`config.mk`:
```
export PLATFORM = sky130hd
export DESIGN_NAME = fifo_device_flat
export DESIGN_NICKNAME = d
export VERILOG_FILES = /design/src/include/fifo_pkg.sv /design/src/include/fifo_pins_if.sv /design/src/logic/fifo_device.sv /design/src/flat_wrapper.sv
export VERILOG_INCLUDE_DIRS = /design/src /design/src/include
export SDC_FILE = /design/constraint.sdc
export NUM_CORES = 1
export LEC_CHECK = 0
export BUFFER_PORTS_ARGS = -buffer_cell sky130_fd_sc_hd__buf_2
export CORE_MARGIN = 2
export CORE_UTILIZATION = 49
export CTS_CLUSTER_SIZE = 25
export DETAILED_ROUTE_END_ITERATION = 10
export PLACE_DENSITY = 0.62
export SLEW_MARGIN = 20
export SYNTH_ARGS = -nofsm -noshare
export SYNTH_HDL_FRONTEND = slang
export SYNTH_SLANG_ARGS = --single-unit
```
`constraint.sdc`:
```
create_clock -name sys_clk_i -period 6.2 [get_ports sys_clk_i]
set_input_delay 1.24 -clock sys_clk_i [delete_from_list [all_inputs] [get_ports sys_clk_i]]
set_output_delay 1.24 -clock sys_clk_i [all_outputs]
set_load 0.01 [all_outputs]
```
`src/include/fifo_map.svh`:
```
// Constants for the programmable-flag FIFO and its controller register map
`ifndef FIFO_MAP_SVH
`define FIFO_MAP_SVH

// =====================================================================
// Storage geometry
`define FIFO_DEPTH        64
`define FIFO_DATA_W       9
`define FIFO_OFS_W        8
`define FIFO_OFS_COUNT    4
`define FIFO_OFS_LO_RST   8'h07
`define FIFO_OFS_HI_RST   8'h00

// =====================================================================
// Controller APB register byte offsets
`define CTL_ADDR_CTRL     12'h000
`define CTL_ADDR_STATUS   12'h004
`define CTL_ADDR_CMD      12'h008
`define CTL_ADDR_RDATA    12'h00c

// CTRL fields
`define CTL_CTRL_RESET    0
`define CTL_CTRL_STRAP    1

// STATUS fields
`define CTL_ST_EMPTY_N    0
`define CTL_ST_FULL_N     1
`define CTL_ST_AEMPTY_N   2
`define CTL_ST_AFULL_N    3

// CMD fields: data in [8:0], opcode in [10:9]
`define CTL_CMD_DATA_LSB  0
`define CTL_CMD_OP_LSB    9
`define CTL_CMD_OP_MSB    10

// RDATA fields: data in [8:0], fresh flag in bit 16
`define CTL_RD_VALID      16

`endif

```
`src/include/fifo_pkg.sv`:
```
// Types shared by the FIFO device and its controller
package fifo_pkg;

    // Position in the four-register offset rotation
    typedef enum logic [1:0] {
        OFS_EMPTY_LO,
        OFS_EMPTY_HI,
        OFS_FULL_LO,
        OFS_FULL_HI
    } ofs_sel_t;

    // Controller command opcodes, as written to the CMD register
    typedef enum logic [1:0] {
        OP_FIFO_WRITE = 2'h0,
        OP_OFS_WRITE  = 2'h1,
        OP_FIFO_READ  = 2'h2,
        OP_OFS_READ   = 2'h3
    } op_t;

endpackage

```
`src/include/fifo_pins_if.sv`:
```
// Pin bundle between the FIFO device and the controller that drives it
`timescale 1ns/100ps
`include "fifo_map.svh"

interface fifo_pins_if;
    logic [`FIFO_DATA_W-1:0] data_in;                   // Write data / offset data
    logic [`FIFO_DATA_W-1:0] data_out;                  // Read data / offset readback
    logic                    primary_write_gate_n;      // Write enable, active low
    logic                    second_write_gate_or_load; // Write enable 2 or load, mode strap
    logic                    read_gate_a_n;             // Read enable A, active low
    logic                    read_gate_b_n;             // Read enable B, active low
    logic                    reset_n;                   // Device reset, active low
    logic                    empty_flag_n;              // Low when empty
    logic                    full_flag_n;               // Low when full
    logic                    almost_empty_n;            // Low at n or fewer words
    logic                    almost_full_n;             // Low at depth-m or more words

    modport device (
        input  data_in, primary_write_gate_n, second_write_gate_or_load,
        input  read_gate_a_n, read_gate_b_n, reset_n,
        output data_out, empty_flag_n, full_flag_n, almost_empty_n, almost_full_n
    );

    modport ctrl (
        output data_in, primary_write_gate_n, second_write_gate_or_load,
        output read_gate_a_n, read_gate_b_n, reset_n,
        input  data_out, empty_flag_n, full_flag_n, almost_empty_n, almost_full_n
    );
endinterface

```
`src/logic/fifo_device.sv`:
```
// Synchronous 9-bit FIFO with programmable almost-empty / almost-full flags
// Contract
// - Load-mode writes rotate through four offset registers
// - Partial offset writes keep rotation position
// - Load-mode reads rotate offsets onto outputs
// - Controller never mixes offset write and read
// - Almost-empty low at n or fewer words
// - Almost-empty high at n+1 or more
// - Almost-full low at depth-m or more
// - Almost-full high when free exceeds m
// - Offsets default to seven
// - Full flag low at configured depth
// - Writes ignored while full
// - Full flag updates on every clock edge, reads included
// - Empty flag low with no words
// - Reads ignored while empty
// - Empty flag updates on every clock edge, writes included
// - System combines empty and full flags
// - Width expansion: load low at reset
// - Nine-bit words, depth 64 to 8192
// - Pin level at reset selects mode
// - Reset empties FIFO, clears outputs
// - Empty FIFO holds last read word
`timescale 1ns/100ps
`include "fifo_map.svh"

module fifo_device #(
    parameter int DEPTH = `FIFO_DEPTH                    // One of 64 .. 8192
) (
    input  wire logic                     sys_clk_i,     // Read and write clock
    input  wire logic                     rst_i,         // Sync reset, active high
    fifo_pins_if.device                   pins,          // Pins toward the controller
    output logic [$clog2(DEPTH):0]        word_count_o,  // Unread words
    output logic                          prog_mode_o    // High in programmable-flag mode
);

    // =================================================================
    // Sizes and shared helpers
    localparam int PTR_W = $clog2(DEPTH);
    localparam int CNT_W = PTR_W + 1;
    localparam logic [CNT_W-1:0] DEPTH_C = CNT_W'(DEPTH);
    localparam logic [CNT_W-1:0] ONE_C   = CNT_W'(1);

    // Joins a low/high offset pair into a threshold; surplus high bits drop
    function automatic logic [CNT_W-1:0] pair_value(
        input logic [`FIFO_OFS_W-1:0] lo,
        input logic [`FIFO_OFS_W-1:0] hi
    );
        pair_value = CNT_W'({hi, lo});
    endfunction

    // =================================================================
    // State
    logic [`FIFO_DATA_W-1:0] mem [DEPTH];
    logic [`FIFO_OFS_W-1:0]  ofs [`FIFO_OFS_COUNT];
    logic [PTR_W-1:0]        wr_ptr, rd_ptr;
    logic [CNT_W-1:0]        count, next_count, thr_n, thr_m;
    fifo_pkg::ofs_sel_t      sel, next_sel;
    logic                    prog_mode, in_reset, load_low, fifo_wr_req, fifo_rd_req;
    logic                    do_wr, do_rd, ofs_wr, ofs_rd;
    logic                    empty_q, full_q, aempty_q, afull_q;
    logic [`FIFO_DATA_W-1:0] dout_q;

    // Either the system reset or the pin reset clears the device
    assign in_reset = rst_i | ~pins.reset_n;

    // =================================================================
    // Request decode
    // In two-enable mode the dual pin is a second active-high write gate;
    // in load mode it must be high for ordinary traffic.
    assign load_low    = prog_mode & ~pins.second_write_gate_or_load;
    assign fifo_wr_req = ~pins.primary_write_gate_n & pins.second_write_gate_or_load;
    assign fifo_rd_req = ~pins.read_gate_a_n & ~pins.read_gate_b_n & ~load_low;
    assign ofs_wr      = load_low & ~pins.primary_write_gate_n;
    assign ofs_rd      = load_low & ~pins.read_gate_a_n & ~pins.read_gate_b_n;
    assign do_wr       = fifo_wr_req & full_q;
    assign do_rd       = fifo_rd_req & empty_q;

    // Thresholds from the programmed pairs
    assign thr_n = pair_value(ofs[fifo_pkg::OFS_EMPTY_LO], ofs[fifo_pkg::OFS_EMPTY_HI]);
    assign thr_m = pair_value(ofs[fifo_pkg::OFS_FULL_LO], ofs[fifo_pkg::OFS_FULL_HI]);

    // Occupancy after this edge; both ports may act in one cycle
    always_comb begin
        next_count = count;
        if (do_wr && !do_rd) begin
            next_count = count + ONE_C;
        end else if (do_rd && !do_wr) begin
            next_count = count - ONE_C;
        end
    end

    // Rotation step; one offset access moves it one place
    assign next_sel = fifo_pkg::ofs_sel_t'(sel + 2'h1);

    // =================================================================
    // Mode strap: caught on every edge while reset is held
    always_ff @(posedge sys_clk_i) begin
        if (in_reset) begin
            prog_mode <= ~pins.second_write_gate_or_load;
        end
    end

    // =================================================================
    // Offset registers and rotation position
    // Simultaneous write and read is unsupported; the write wins and the
    // rotation still moves only once.
    always_ff @(posedge sys_clk_i) begin
        if (in_reset) begin
            sel                   <= fifo_pkg::OFS_EMPTY_LO;
            ofs <= '{`FIFO_OFS_LO_RST, `FIFO_OFS_HI_RST, `FIFO_OFS_LO_RST, `FIFO_OFS_HI_RST};
        end else if (ofs_wr) begin
            ofs[sel] <= pins.data_in[`FIFO_OFS_W-1:0];
            sel      <= next_sel;
        end else if (ofs_rd) begin
            sel      <= next_sel;
        end
    end

    // =================================================================
    // Storage array, no reset needed on the data itself
    always_ff @(posedge sys_clk_i) begin
        if (do_wr && !in_reset) begin
            mem[wr_ptr] <= pins.data_in;
        end
    end

    // Pointers and occupancy; power-of-two depth wraps them
    always_ff @(posedge sys_clk_i) begin
        if (in_reset) begin
            wr_ptr <= '0;
            rd_ptr <= '0;
            count  <= '0;
        end else begin
            if (do_wr) begin
                wr_ptr <= wr_ptr + PTR_W'(1);
            end
            if (do_rd) begin
                rd_ptr <= rd_ptr + PTR_W'(1);
            end
            count <= next_count;
        end
    end

    // =================================================================
    // Output register: last valid read stays put when reads are refused
    always_ff @(posedge sys_clk_i) begin
        if (in_reset) begin
            dout_q <= '0;
        end else if (do_rd) begin
            dout_q <= mem[rd_ptr];
        end else if (ofs_rd) begin
            dout_q <= {1'b0, ofs[sel]};
        end
    end

    // =================================================================
    // Read-side flags, each one flip-flop on the clock edge
    always_ff @(posedge sys_clk_i) begin
        if (in_reset) begin
            empty_q  <= 1'b0;
            aempty_q <= 1'b0;
        end else begin
            empty_q  <= (next_count != '0);
            aempty_q <= (next_count > thr_n);
        end
    end

    // Write-side flags; full compares against the configured depth
    always_ff @(posedge sys_clk_i) begin
        if (in_reset) begin
            full_q  <= 1'b1;
            afull_q <= 1'b1;
        end else begin
            full_q  <= (next_count != DEPTH_C);
            afull_q <= ((DEPTH_C - next_count) > thr_m);
        end
    end

    always_ff @(posedge sys_clk_i) begin
        if (rst_i) begin
            prog_mode_o <= 1'b0;
        end else begin
            prog_mode_o <= prog_mode;
        end
    end

    // Pin outputs, all from flip-flops
    assign pins.data_out       = dout_q;
    assign pins.empty_flag_n   = empty_q;
    assign pins.full_flag_n    = full_q;
    assign pins.almost_empty_n = aempty_q;
    assign pins.almost_full_n  = afull_q;
    assign word_count_o        = count;

endmodule // fifo_device

```
`src/flat_wrapper.sv`:
```
// flat-port wrapper written by rule: the top's interface ports become plain ports
module fifo_device_flat 
#(
    parameter int DEPTH = `FIFO_DEPTH                                        
)
  (sys_clk_i, rst_i, word_count_o, prog_mode_o, pins_data_in, pins_primary_write_gate_n, pins_second_write_gate_or_load, pins_read_gate_a_n, pins_read_gate_b_n, pins_reset_n, pins_data_out, pins_empty_flag_n, pins_full_flag_n, pins_almost_empty_n, pins_almost_full_n);
  fifo_pins_if pins_i ();
  input  wire logic sys_clk_i;
  input  wire logic rst_i;
  output logic [$clog2(DEPTH):0] word_count_o;
  output logic prog_mode_o;
  input wire logic [$bits(pins_i.data_in)-1:0] pins_data_in;
  input wire logic [$bits(pins_i.primary_write_gate_n)-1:0] pins_primary_write_gate_n;
  input wire logic [$bits(pins_i.second_write_gate_or_load)-1:0] pins_second_write_gate_or_load;
  input wire logic [$bits(pins_i.read_gate_a_n)-1:0] pins_read_gate_a_n;
  input wire logic [$bits(pins_i.read_gate_b_n)-1:0] pins_read_gate_b_n;
  input wire logic [$bits(pins_i.reset_n)-1:0] pins_reset_n;
  output wire logic [$bits(pins_i.data_out)-1:0] pins_data_out;
  output wire logic [$bits(pins_i.empty_flag_n)-1:0] pins_empty_flag_n;
  output wire logic [$bits(pins_i.full_flag_n)-1:0] pins_full_flag_n;
  output wire logic [$bits(pins_i.almost_empty_n)-1:0] pins_almost_empty_n;
  output wire logic [$bits(pins_i.almost_full_n)-1:0] pins_almost_full_n;
  assign pins_i.data_in = pins_data_in;
  assign pins_i.primary_write_gate_n = pins_primary_write_gate_n;
  assign pins_i.second_write_gate_or_load = pins_second_write_gate_or_load;
  assign pins_i.read_gate_a_n = pins_read_gate_a_n;
  assign pins_i.read_gate_b_n = pins_read_gate_b_n;
  assign pins_i.reset_n = pins_reset_n;
  assign pins_data_out = pins_i.data_out;
  assign pins_empty_flag_n = pins_i.empty_flag_n;
  assign pins_full_flag_n = pins_i.full_flag_n;
  assign pins_almost_empty_n = pins_i.almost_empty_n;
  assign pins_almost_full_n = pins_i.almost_full_n;
  fifo_device #(.DEPTH(DEPTH)) u_core (.sys_clk_i(sys_clk_i), .rst_i(rst_i), .pins(pins_i), .word_count_o(word_count_o), .prog_mode_o(prog_mode_o));
endmodule
```
* Word level (Yosys, flattened, before mapping)
Memories as Yosys holds them, arrays and structs flattened. A register that Yosys moved wholly into a read port is not among the register bits. Cells that the tools add are included.
Cells by class: magnitude comparators 4, multipliers 0, mux-type cells 16, eq/ne operators 1, reductions and logical operators 10, bitwise logic cells 17, add/sub/neg operators 6, divide/modulo/power cells 0, shifts and indexed selects 0
Operators by type and width (number):
- 32-bit bitwise mux | 1
- 8-bit 2-to-1 mux | 3
- 9-bit 2-to-1 mux | 2
- 8-bit binary-select mux with 2-bit select | 1
- 8-bit demux with 2-bit select | 1
- 7-bit greater-than comparator | 2
- 7-bit 2-to-1 mux | 2
- 6-bit by 1-bit adder with 6-bit output (second input constant) | 2
- 6-bit 2-to-1 mux | 2
- 1-bit bitwise AND | 9
- 7-bit by 1-bit adder with 7-bit output (second input constant) | 1
- 7-bit inequality test (second input constant) | 1
- 7-bit nonzero test | 1
- 7-bit by 1-bit subtractor with 7-bit output (second input constant) | 1
- 7-bit subtractor (first input constant) | 1
- 1-bit NOT | 6
- 1-bit logical AND | 4
- 2-bit 2-to-1 mux | 2
- 2-bit nonzero test | 2
- 3-bit >= comparator (second input constant) | 1
- 1-bit zero test | 3
- 3-bit by 1-bit < comparator with 1-bit output (second input constant) | 1
- 2-bit NOT with 3-bit output | 1
- 2-bit by 1-bit adder with 2-bit output (second input constant) | 1
- 2 further kinds | 3
Storage, ports and cells: bits of input ports 16, latch bits 0, memory bits (read-only) 0, memories 1, RAM bits 576, word-level logic and storage cells 70, register bits 68, output and inout bits 21
Memory list:
- u_core.mem | depth 64, width 9, read ports 1, clocked after Yosys merged registers in 1, write ports 1, line fifo_device.sv:54 | logic [`FIFO_DATA_W-1:0] mem [DEPTH];

* Longest topological paths before layout
Gate-level depths: netlist (run 1).
depth in word-level cells 10, gate-level depth with buffers 14, mapped depth without buffers 13

* Least setup slack after synthesis (run 1)
Ideal clock, no wire load.
path kind input-to-reg, from in pins_read_gate_b_n, to reg u_core.afull_q (netlist: u_core.pins.almost_full_n), library setup time 0.136 ns, stages on the path 13, required time 6.064 ns, path slack 2.537 ns, path buffers 1, arrival time 3.527 ns, cells stage by stage or3b_1 buf_2 nor2_2 xnor2_1 inv_1 ha_1 ha_1 nor2b_1 o21ai_0 nand2b_1 a21oi_1 o21a_1 o21ai_0
On the way: word-level cells in the longest chain between the ends 9, elaborated cells on any way between the ends 11, classes of those cells 1 x add/sub; 1 x order compare; 2 x mux; 4 x bitwise; 3 x reduce/logical
Ends and longest elaborated chain:
- start: declaration | line flat_wrapper.sv:16 | input wire logic [$bits(pins_i.read_gate_b_n)-1:0] pins_read_gate_b_n;
- 1-bit NOT * | line fifo_device.sv:73 | assign fifo_rd_req = ~pins.read_gate_a_n & ~pins.read_gate_b_n & ~load_low;
- 1-bit bitwise AND * (2 in series) | line fifo_device.sv:73
- 1-bit bitwise AND * | line fifo_device.sv:77 | assign do_rd = fifo_rd_req & empty_q;
- 1-bit logical AND or 1-bit zero test (tied branches) | line fifo_device.sv:88, fifo_device.sv:86
- 7-bit 2-to-1 mux or 1-bit logical AND (tied branches) | line fifo_device.sv:88, fifo_device.sv:86
- 7-bit 2-to-1 mux * | line fifo_device.sv:86 | if (do_wr && !do_rd) begin
- 7-bit subtractor * | line fifo_device.sv:176 | afull_q <= ((DEPTH_C - next_count) > thr_m);
- 7-bit greater-than comparator * | line fifo_device.sv:176
- end signal: assignment | line fifo_device.sv:176
- end: declaration | line fifo_device.sv:61 | logic empty_q, full_q, aempty_q, afull_q;
Mark *: on every way between the ends. The rest lies on a longest branch, timed or not. A chain may end at the register's enable or synchronous reset.

* Worst setup path in the final report (run 1)
Ends and elaborated chain as after synthesis.

==> reports/results.ini, run 1 <==
[placed_design]
placedCellCount=2025
gp_congestion=0.8180
place_hpwl_microns=33970
io_buffer_count=36

[timing]
rsz0062_at_grt=false
hold_viol_final=0
relSlewSlack_pct=27.19
worst_pin_slew_ps=1088
fin_skew_ps=30.38
period_needed_ps=3631
finalSetupTns_ps=0
slew_violations=0
setup_viol=0
fin_crit_sh_pct=58.57
max_freq_mhz=275.4

[setup_path]
crit_type=input pin to register
critPathBufInv=1
startpoint_type=input pin
cp_cell_sequence=buf_2 -> nor3b_2 -> nand2_1 -> a211oi_1 -> a21oi_1 -> ha_1 -> ha_1 -> nor2b_1 -> o21ai_0 -> nand2b_1 -> a21oi_1 -> o21a_1 -> o21ai_0
cp_slowest_stage_delay_ps=550
setup.worst_path.start=pins_read_gate_b_n
r2r_start=u_core.pins.empty_flag_n
worst-path-stages=13
crit_path_top_delay_cell=a211oi_1
timing.rr.end=u_core.pins.almost_full_n
required_ps=6640
reg2regPathDepth=12
critPathMaxFanout=12
path_delay_family=compound AO/OA/AOI/OAI gates
cp.arrival_ps=4080
setup.worst_path.end_class=register
rrSetupSlack_ps=2910
crit_end=u_core.pins.almost_full_n

[die]
die-area_sq_um=54630
num_rows=84
core_region_area_sq_um=52340
io_pins=37
die_h_microns=233.7
start_util_pct=49.41
die_w_microns=233.7

[grt]
grt_pass1_wl_microns=86470
grt_overflow_total=0
met3_usage_pct=4.827
grt_max_degree=74
antenna_found_initial=0
grt_pass1_vias=13160
grt_usage_pct=21.99
grt_use_met1_pct=31.40
grt_util_met2_pct=34.08
grt-busiest-layer=met2

[final_layout]
final_common_cell=edfxtp_1
area_growth_pct=11.65
drive_above_1_share_pct=24.81
final_cell_count_no_fill=2143
nNetsFinal=1446
final_cell_mix=edfxtp_1 (577), mux4_2 (174), nor2_1 (88), nand2_1 (85)
insertedDiodeCount=0

[synthesis]
yosys_warnings=0
ys_seq_area_share_pct=72.65
syn_inst=1357
ys_async_sr_fraction_pct=0
netlist_area_sq_um=25860
synth_seq_cells=650
synth_nets=1396
synth_edf_count=577
synth.avg_cell_area_sq_um=19.06
synth_flop_cell=edfxtp_1
yosysUniqueCellTypes=58

[detailed_routing]
drc=0
wl_per_cell_microns=26.88
via_per_inst=5.994
first_pass_iters=5
antenna_left=0
routed_wl_microns=57600
first_iter_violations=1343
vias=12850

[worst_hold_path]
hp-class=register to register

[clock_tree]
cts-hold-fix-buffers=0
cts-root-buf=clkbuf_16
clock_sinks=650
worst_skew_pair.late_latency_ps=600
cts_buffers=68
clockBufferDepth=3
cts_setup_buffers=0
cts_max_level=3
path_clk_slew_ps=60
cts_tree=done
cts_resized=0

[pwr]
peakVddDrop_mv=0.2401
p_leak_nw=8.783
p_per_area_nw_per_um2=307.8

[run_status]
status=finished clean

[job]
max_cap_viol_count=0

-- flip-flops by register name, indices dropped and copies added, names as in the netlist, named ones only --
register and flops:
u_core.pins.almost_full_n 1, u_core.rd_ptr 6, u_core.wr_ptr 6, u_core.mem 576, u_core.prog_mode 1, u_core.word_count_o 7, u_core.pins.full_flag_n 1, u_core.pins.empty_flag_n 1
u_core.pins.almost_empty_n 1, u_core.ofs 32, u_core.pins.data_out 9, u_core.prog_mode_o 1, u_core.sel 2
-- cell families after synthesis --
kind of cell	share of synthesized area, %
buffers and inverters	1.824
DFF	72.65
AOI/OAI and AO/OA	3.019
adders and majority gates	1.113
xor gates and xnor gates	0.7984
and+or+nand+nor	4.413
muxes	16.18
-- per-stage QoR --
| step | instance area [sq um] | setup WS (ps) | hold slack [ps] | util (%) | power (mW) |
|---|---|---|---|---|---|
| floorplan | 25860 | 2537 | 433.1 | - | 4.946 |
| global placement | 26740 | 2090 | 438.7 | 51.09 | 5.050 |
| detailed placement | 26740 | 2022 | 447.2 | 51.09 | 5.055 |
| CTS | 28860 | 2633 | 455.2 | 55.14 | 8.975 |
| global route | 28870 | 2340 | 475.9 | 55.16 | 9.158 |
| finish | 28870 | 2569 | 455.2 | 55.16 | 8.888 |
-- worst register-to-register path, cell delays in order, from the launching register on --
cell      delay (ps)
dfxtp_1          420
nor3b_2          360
nand2_1          380
a211oi_1         550
a21oi_1          150
ha_1             310
ha_1             280
nor2b_1          130
o21ai_0          150
nand2b_1          80
a21oi_1          170
o21a_1           120
o21ai_0           60
-- Yosys cell counts (all sizes together), types with 2 or more instances --
cell type,instances,area (sq um)
edfxtp,577,17330
and2,8,50.05
mux2,4,45.04
a221oi,2,17.52
nand2,85,319.1
mux2i,22,220.2
nand3,14,70.07
dfxtp,73,1461
or3,2,12.51
nor3,5,25.02
buf,35,222.7
nor4,4,46.29
inv,25,93.84
o211ai,4,30.03
xnor2,12,127.6
a41oi,2,17.52
a211oi,10,85.08
o22ai,11,75.07
ha,23,287.8
a21o,2,15.01
o21ai,9,56.31
nand2b,5,31.28
a2111oi,3,45.05
o32ai,2,17.52
or3b,3,26.28
nor2b,8,50.05
or2,6,37.54
nand3b,7,52.55
a21oi,45,225.2
a22oi,9,67.56
o221ai,10,87.58
nand4,8,50.05
mux4,174,3919
nor2,90,340.3
xor2,9,78.83
clkbuf,41,155.1
a31oi,2,12.51
-- worst min path at each step --
| stage | start | endpoint | slack, ps | depth (start not counted) |
|---|---|---|---|---|
| finish | u_core.ofs[18] | u_core.ofs[18] | 460 | 2 |
| global route | u_core.ofs[4] | u_core.ofs[4] | 480 | 2 |
| CTS | u_core.ofs[18] | u_core.ofs[18] | 460 | 2 |
| detailed placement | u_core.ofs[18] | u_core.ofs[18] | 450 | 2 |
| global placement | u_core.ofs[3] | u_core.ofs[3] | 440 | 2 |
| floorplan | u_core.ofs[15] | u_core.ofs[15] | 430 | 2 |
-- final cells by class --
class / count / area, sq um
Inverter: 25 / 93.84
Tap cell: 688 / 860.8
Sequential cell: 650 / 18800
Clock buffer: 82 / 1795
Timing Repair Buffer: 56 / 367.9
Fill cell: 3982 / 23470
Clock inverter: 36 / 326.6
Multi-Input combinational cell: 606 / 6626
-- report_power, final --
group / internal (mW) / switching, mW / leakage (nW)
combinational: 0.0514 / 0.134 / 1.95
sequential: 4.77 / 0.00670 / 5.78
clock: 2.31 / 1.62 / 1.05
total: 7.12 / 1.76 / 8.78
-- layer usage --
metal / vias up / wire, microns
li1: 5580 / -
met2: 427 / 27320
met5: - / 0
met3: 81 / 3906
met4: 0 / 1478
met1: 6757 / 24900
No activity file was read; power rests on OpenSTA's default activity.
==> inputs of run 2 (changes only) <==
--- a/config.mk
+++ b/config.mk
@@ -11,7 +11,7 @@
 export CORE_UTILIZATION = 49
 export CTS_CLUSTER_SIZE = 25
 export DETAILED_ROUTE_END_ITERATION = 10
-export PLACE_DENSITY = 0.62
+export PLACE_DENSITY = 0.64
 export SLEW_MARGIN = 20
 export SYNTH_ARGS = -nofsm -noshare
 export SYNTH_HDL_FRONTEND = slang
==> constraint.sdc (replaced) <==
create_clock -name sys_clk_i -period 3.1 [get_ports sys_clk_i]
set_input_delay 0.62 -clock sys_clk_i [delete_from_list [all_inputs] [get_ports sys_clk_i]]
set_output_delay 0.62 -clock sys_clk_i [all_outputs]
set_load 0.01 [all_outputs]
==> run 2 against run 1 <==
  * Register-to-register slack got worse by 2600 ps
  * Clock power grew 110%
  * Final cell count increased by 5.3%
  * Power rose by 100%
  * Sequential power grew 100%
  * Highest routed layer unchanged
==> reports/results.ini, run 2 (synthesis results as in run 1) <==
[run_status]
status=finished clean

[pwr]
p_per_area_nw_per_um2=605.8  ; +97%
p_leak_nw=9.406  ; +7.1%
peakVddDrop_mv=0.4754  ; +98%
total_power_mw=18.09  ; +100%

[grt]
grt_usage_pct=21.62  ; -0.37 points
grt_overflow_total=0  ; unchanged
grt_max_degree=69  ; -6.8%
grt_pass1_vias=13260  ; +0.80%
antenna_found_initial=1  ; +1
grt_pass1_wl_microns=85750  ; -0.83%

[final_layout]
drive_above_1_share_pct=29.91  ; +5.1 points
area_growth_pct=15.49
fin_util_pct=57.06  ; +1.9 points
insertedDiodeCount=0  ; unchanged
final_common_cell=edfxtp_1
largest_reg_flops=576  ; unchanged
nNetsFinal=1557  ; +7.7%
final_cell_mix=edfxtp_1 (577), mux4_2 (174), buf_4 (122), nor2_1 (89), nand2_1 (85)
top_register=u_core.mem

[die]
io_pins=37  ; unchanged
start_util_pct=49.41  ; unchanged
die-area_sq_um=54630  ; unchanged
num_rows=84  ; unchanged
core_region_area_sq_um=52340  ; unchanged
die_h_microns=233.7  ; unchanged
die_w_microns=233.7  ; unchanged

[clock_tree]
clock_sinks=650  ; unchanged
cts_max_level=3  ; unchanged
path_clk_slew_ps=50  ; about the same
cts-root-buf=clkbuf_16
cts-hold-fix-buffers=0  ; unchanged
worst_skew_pair.late_latency_ps=590  ; about the same
clockBufferDepth=3  ; unchanged
cts_tree=done
cts_buffers=69  ; +1.5%

[detailed_routing]
drc=0  ; unchanged
routed_wl_microns=57530  ; -0.12%
antenna_left=0  ; unchanged
via_per_inst=5.878  ; -1.9%
vias=13260  ; +3.2%
first_iter_violations=1208  ; -10%
first_pass_iters=6  ; +1
wl_per_cell_microns=25.50  ; -5.1%

[timing]
relSlewSlack_pct=42.30  ; +15 points
fin_skew_ps=18.57  ; -11.81 ps
setup_viol=0  ; unchanged
max_freq_mhz=353.8
fin_crit_sh_pct=91.17
period_needed_ps=2826
hold_viol_final=0  ; unchanged
finalSetupTns_ps=0  ; unchanged
worst_pin_slew_ps=862.3  ; -225.8 ps
rsz0062_at_grt=false
slew_violations=0  ; unchanged

[placed_design]
place_hpwl_microns=36000  ; +6.0%
gp_congestion=0.8412  ; +2.8%
io_buffer_count=36  ; unchanged

[worst_hold_path]
hp-class=input pin to register

[setup_path]
cp.arrival_ps=3280  ; -800 ps
path_delay_family=multiplexers
required_ps=3560  ; -3080 ps
cp_cell_sequence=buf_12 -> mux4_2 -> mux4_2 -> a211oi_1 -> buf_4 -> a21oi_1
critPathMaxFanout=34  ; +22
crit_type=register to register
critPathBufInv=2  ; +1
startpoint_type=register
crit_top_cell=mux4_2
cp_slowest_stage_delay_ps=570  ; +20 ps
setup.worst_path.end_class=register
crit_path_top_delay_cell=mux4_2

[job]
max_cap_viol_count=0  ; unchanged

[run 2: changes by cell type in the layout (fill, tap and decap cells not counted), moves of 2 or more]
| cell | before | now |
|---|---|---|
| clkinv_4 | 0 | 2 |
| buf_4 | 17 | 122 |
| clkinv_2 | 16 | 8 |
| clkbuf_16 | 69 | 71 |
| buf_12 | 3 | 9 |
| bufinv_16 | 6 | 8 |
| clkbuf_1 | 11 | 15 |
[run 2: repair_timing]
item	in CTS	in global routing
gates resized for setup	0	1
endpoints found under the setup margin	0	1
buffers inserted	0	0
[run 2: cell type report]
class / count / area, sq um
Inverter: 25 / 93.84
Multi-Input combinational cell: 606 / 6618
Clock buffer: 87 / 1847
Fill cell: 3912 / 22470
Tap cell: 688 / 860.8
Timing Repair Buffer: 166 / 1271
Sequential cell: 650 / 18800
Clock inverter: 34 / 375.4
[run 2: where the power goes]
| group | internal (mW) | switching (mW) | total, mW |
|---|---|---|---|
| clock | 4.88 | 3.27 | 8.15 |
| sequential | 9.53 | 0.0133 | 9.54 |
| combinational | 0.128 | 0.272 | 0.400 |
| total | 14.5 | 3.55 | 18.1 |
[run 2: metrics by stage]
step,hold WS [ps],setup WS (ps),instance area [sq um],cells
after global routing,198.6,56.11,29870,2256
after global placement,439.8,-107.3,27640,2135
final,210.0,273.6,29870,2256
after CTS,178.1,231.5,29860,2256
after detailed placement,446.3,-155.9,27640,2135
after floorplan,433.1,56.90,25860,1357
[run 2: final timing paths]
kind	slack, ps	start	to	depth (start not counted)
worst max-delay path	270	register	u_core.pins.data_out[5]	6
worst min-delay path	210	rst_i	u_core.prog_mode_o	2
worst max register to register	270	register	u_core.pins.data_out[5]	6
worst min register to register	460	u_core.ofs[7]	u_core.ofs[7]	2
[run 2: worst reg2reg max path, delay by kind of cell, from the launching register on]
family	cells	cell delay, ps
AO/OA/AOI/OAI	2	560
buffers and inverters	2	520
flip-flops	1	490
multiplexers	2	1130
[run 2: per-layer routing]
metal | track usage (%) | part of all wire [%]
met5 | 0 | 0
met4 | 6.646 | 2.7
met3 | 4.292 | 5.9
met2 | 34.56 | 49
met1 | 30.32 | 43
==> inputs of run 3 (changes only) <==
--- a/config.mk
+++ b/config.mk
@@ -7,7 +7,6 @@
 export NUM_CORES = 1
 export LEC_CHECK = 0
 export BUFFER_PORTS_ARGS = -buffer_cell sky130_fd_sc_hd__buf_2
-export CORE_MARGIN = 2
 export CORE_UTILIZATION = 49
 export CTS_CLUSTER_SIZE = 25
 export DETAILED_ROUTE_END_ITERATION = 10
==> run 3 against run 2 <==
  * Clock power shrank 5.8%
  * Power shrank 2.6%
  * Die area shrank 1.7%
  * Final cell count shrank 0.62%
  * First-iteration DRC count grew 17%
  * Setup slack lost 4.4 ps
  * Non-clock buffer count shrank 4
==> reports/results.ini, run 3 (synthesis results as in run 1) <==
[run_status]
status=finished clean

[die]
io_pins=37  ; unchanged
core_region_area_sq_um=51720  ; -1.2%
start_util_pct=50.00  ; +0.60 points
num_rows=83  ; -1.2%
die_h_microns=231.7  ; -0.86%
die-area_sq_um=53700  ; -1.7%
die_w_microns=231.7  ; -0.86%

[clock_tree]
clockBufferDepth=3  ; unchanged
cts-root-buf=clkbuf_16
cts_buffers=68  ; -1.4%
cts_tree=done
path_clk_slew_ps=60  ; about the same
clock_sinks=650  ; unchanged
cts_setup_buffers=0  ; unchanged
cts_resized=0  ; unchanged
cts-hold-fix-buffers=0  ; unchanged
cts_max_level=3  ; unchanged
worst_skew_pair.late_latency_ps=590  ; about the same

[timing]
worst_pin_slew_ps=825.5  ; -36.75 ps
slew_violations=0  ; unchanged
period_needed_ps=2831  ; +4.438 ps
setup_viol=0  ; unchanged
hold_viol_final=0  ; unchanged
fin_skew_ps=26.70  ; +8.127 ps
whs_ps=202.2  ; -7.852 ps
relSlewSlack_pct=44.96  ; +2.7 points
rsz0062_at_grt=false
fin_crit_sh_pct=91.32  ; +0.14 points
max_freq_mhz=353.3  ; -0.16%

[detailed_routing]
vias=13180  ; -0.59%
first_iter_violations=1415  ; +17%
antenna_left=0  ; unchanged
drc=0  ; unchanged
routed_wl_microns=57120  ; -0.71%
wl_per_cell_microns=25.48  ; about the same
first_pass_iters=5  ; -1
via_per_inst=5.880  ; about the same

[setup_path]
critPathBufInv=1  ; -1
cp.arrival_ps=3270  ; about the same
crit_path_top_delay_cell=a211oi_1
setup.worst_path.end_class=register
path_delay_family=multiplexers
crit_type=register to register
startpoint_type=register
required_ps=3540  ; -20 ps
cp_slowest_stage_delay_ps=620  ; +50 ps
crit_top_cell=mux4_2
cp_cell_sequence=buf_12 -> mux4_2 -> mux4_2 -> a211oi_1 -> a21oi_1
critPathMaxFanout=32  ; -5.9%

[pwr]
p_comb_share_pct=2.3  ; about the same
clockPowerShare_pct=43.5  ; -1.5 points
p_sw_mw=3.476  ; -2.1%
p_per_area_nw_per_um2=593.1  ; -2.1%
intPower_mw=14.15  ; -2.7%
switching_share_pct=19.72  ; +0.097 points
total_power_mw=17.63  ; -2.6%
p_leak_nw=9.342  ; -0.68%
pwr-share-seq_pct=54.2  ; +1.4 points
peakVddDrop_mv=0.4341  ; -8.7%

[final_layout]
final_common_cell=edfxtp_1
area_growth_pct=14.92
largest_reg_flops=576  ; unchanged
drive_above_1_share_pct=29.45  ; -0.46 points
fin_util_pct=57.46  ; +0.40 points
insertedDiodeCount=0  ; unchanged
top_register=u_core.mem
final_cell_mix=edfxtp_1 (577), mux4_2 (174), buf_4 (114), nor2_1 (89), nand2_1 (85)
nNetsFinal=1552  ; -0.32%

[grt]
grt_usage_pct=21.91  ; +0.29 points
grt_pass1_wl_microns=85290  ; -0.54%
grt_pass1_vias=13180  ; -0.63%
grt_max_degree=69  ; unchanged
antenna_found_initial=1  ; unchanged
grt_overflow_total=0  ; unchanged

[job]
max_cap_viol_count=0  ; unchanged

[worst_hold_path]
hp-class=input pin to register

[placed_design]
gp_congestion=0.8440  ; +0.33%
io_buffer_count=36  ; unchanged
place_hpwl_microns=36070  ; +0.19%

-- run 3: changes by cell type in the layout (fill, tap and decap cells not counted), sizes merged --
cell      previous run  this run
buf                166       162
bufinv               8         3
clkbuf              87        93
clkinvlp             2         0
inv                 27        26
-- run 3: power groups by stage --
stage | registers [mW] | clock network (mW) | logic, mW
floorplan | 9.73 | 0 | 0.161
global placement | 9.73 | 0 | 0.398
detailed placement | 9.73 | 0 | 0.410
CTS | 9.54 | 7.83 | 0.411
global route | 9.54 | 8.12 | 0.445
finish | 9.54 | 7.68 | 0.406
-- run 3: final cells by class --
class | instances | area, sq um
fill | 3850 | 22000
sequential | 650 | 18800
multi-input combinational | 606 | 6618
clock buffer | 93 | 1879
timing repair buffer | 162 | 1276
tap | 680 | 850.8
clock inverter | 26 | 200.2
inverter | 25 | 93.84
-- run 3: worst paths after layout --
| kind | startpoint | to | slack (ps) | cells past startpoint |
|---|---|---|---|---|
| worst max-delay path | register | u_core.pins.data_out[6] | 270 | 5 |
| worst min-delay path | rst_i | u_core.prog_mode_o | 200 | 2 |
| worst max register to register | register | u_core.pins.data_out[6] | 270 | 5 |
| worst min register to register | u_core.ofs[1] | u_core.ofs[1] | 450 | 2 |
-- run 3: routing by layer --
metal  part of all wire, %  vias to the layer above  global-route usage, %
met3                   6.1                      101                  4.322
met5                 0.023                        -                      0
met1                    43                     6859                  31.27
met4                   2.6                        2                  6.826
li1                      -                     5763                      -
met2                    48                      458                  34.22
-- run 3: metrics by stage --
stage	TNS (ps)	worst slack [ps]	cells	cell area [sq um]
finish	0	269.2	2242	29720
CTS	0	222.9	2242	29720
detailed placement	-147.1	-147.1	2123	27640
floorplan	0	56.90	1357	25860
global route	0	51.28	2242	29720
global placement	-136.7	-136.7	2123	27640
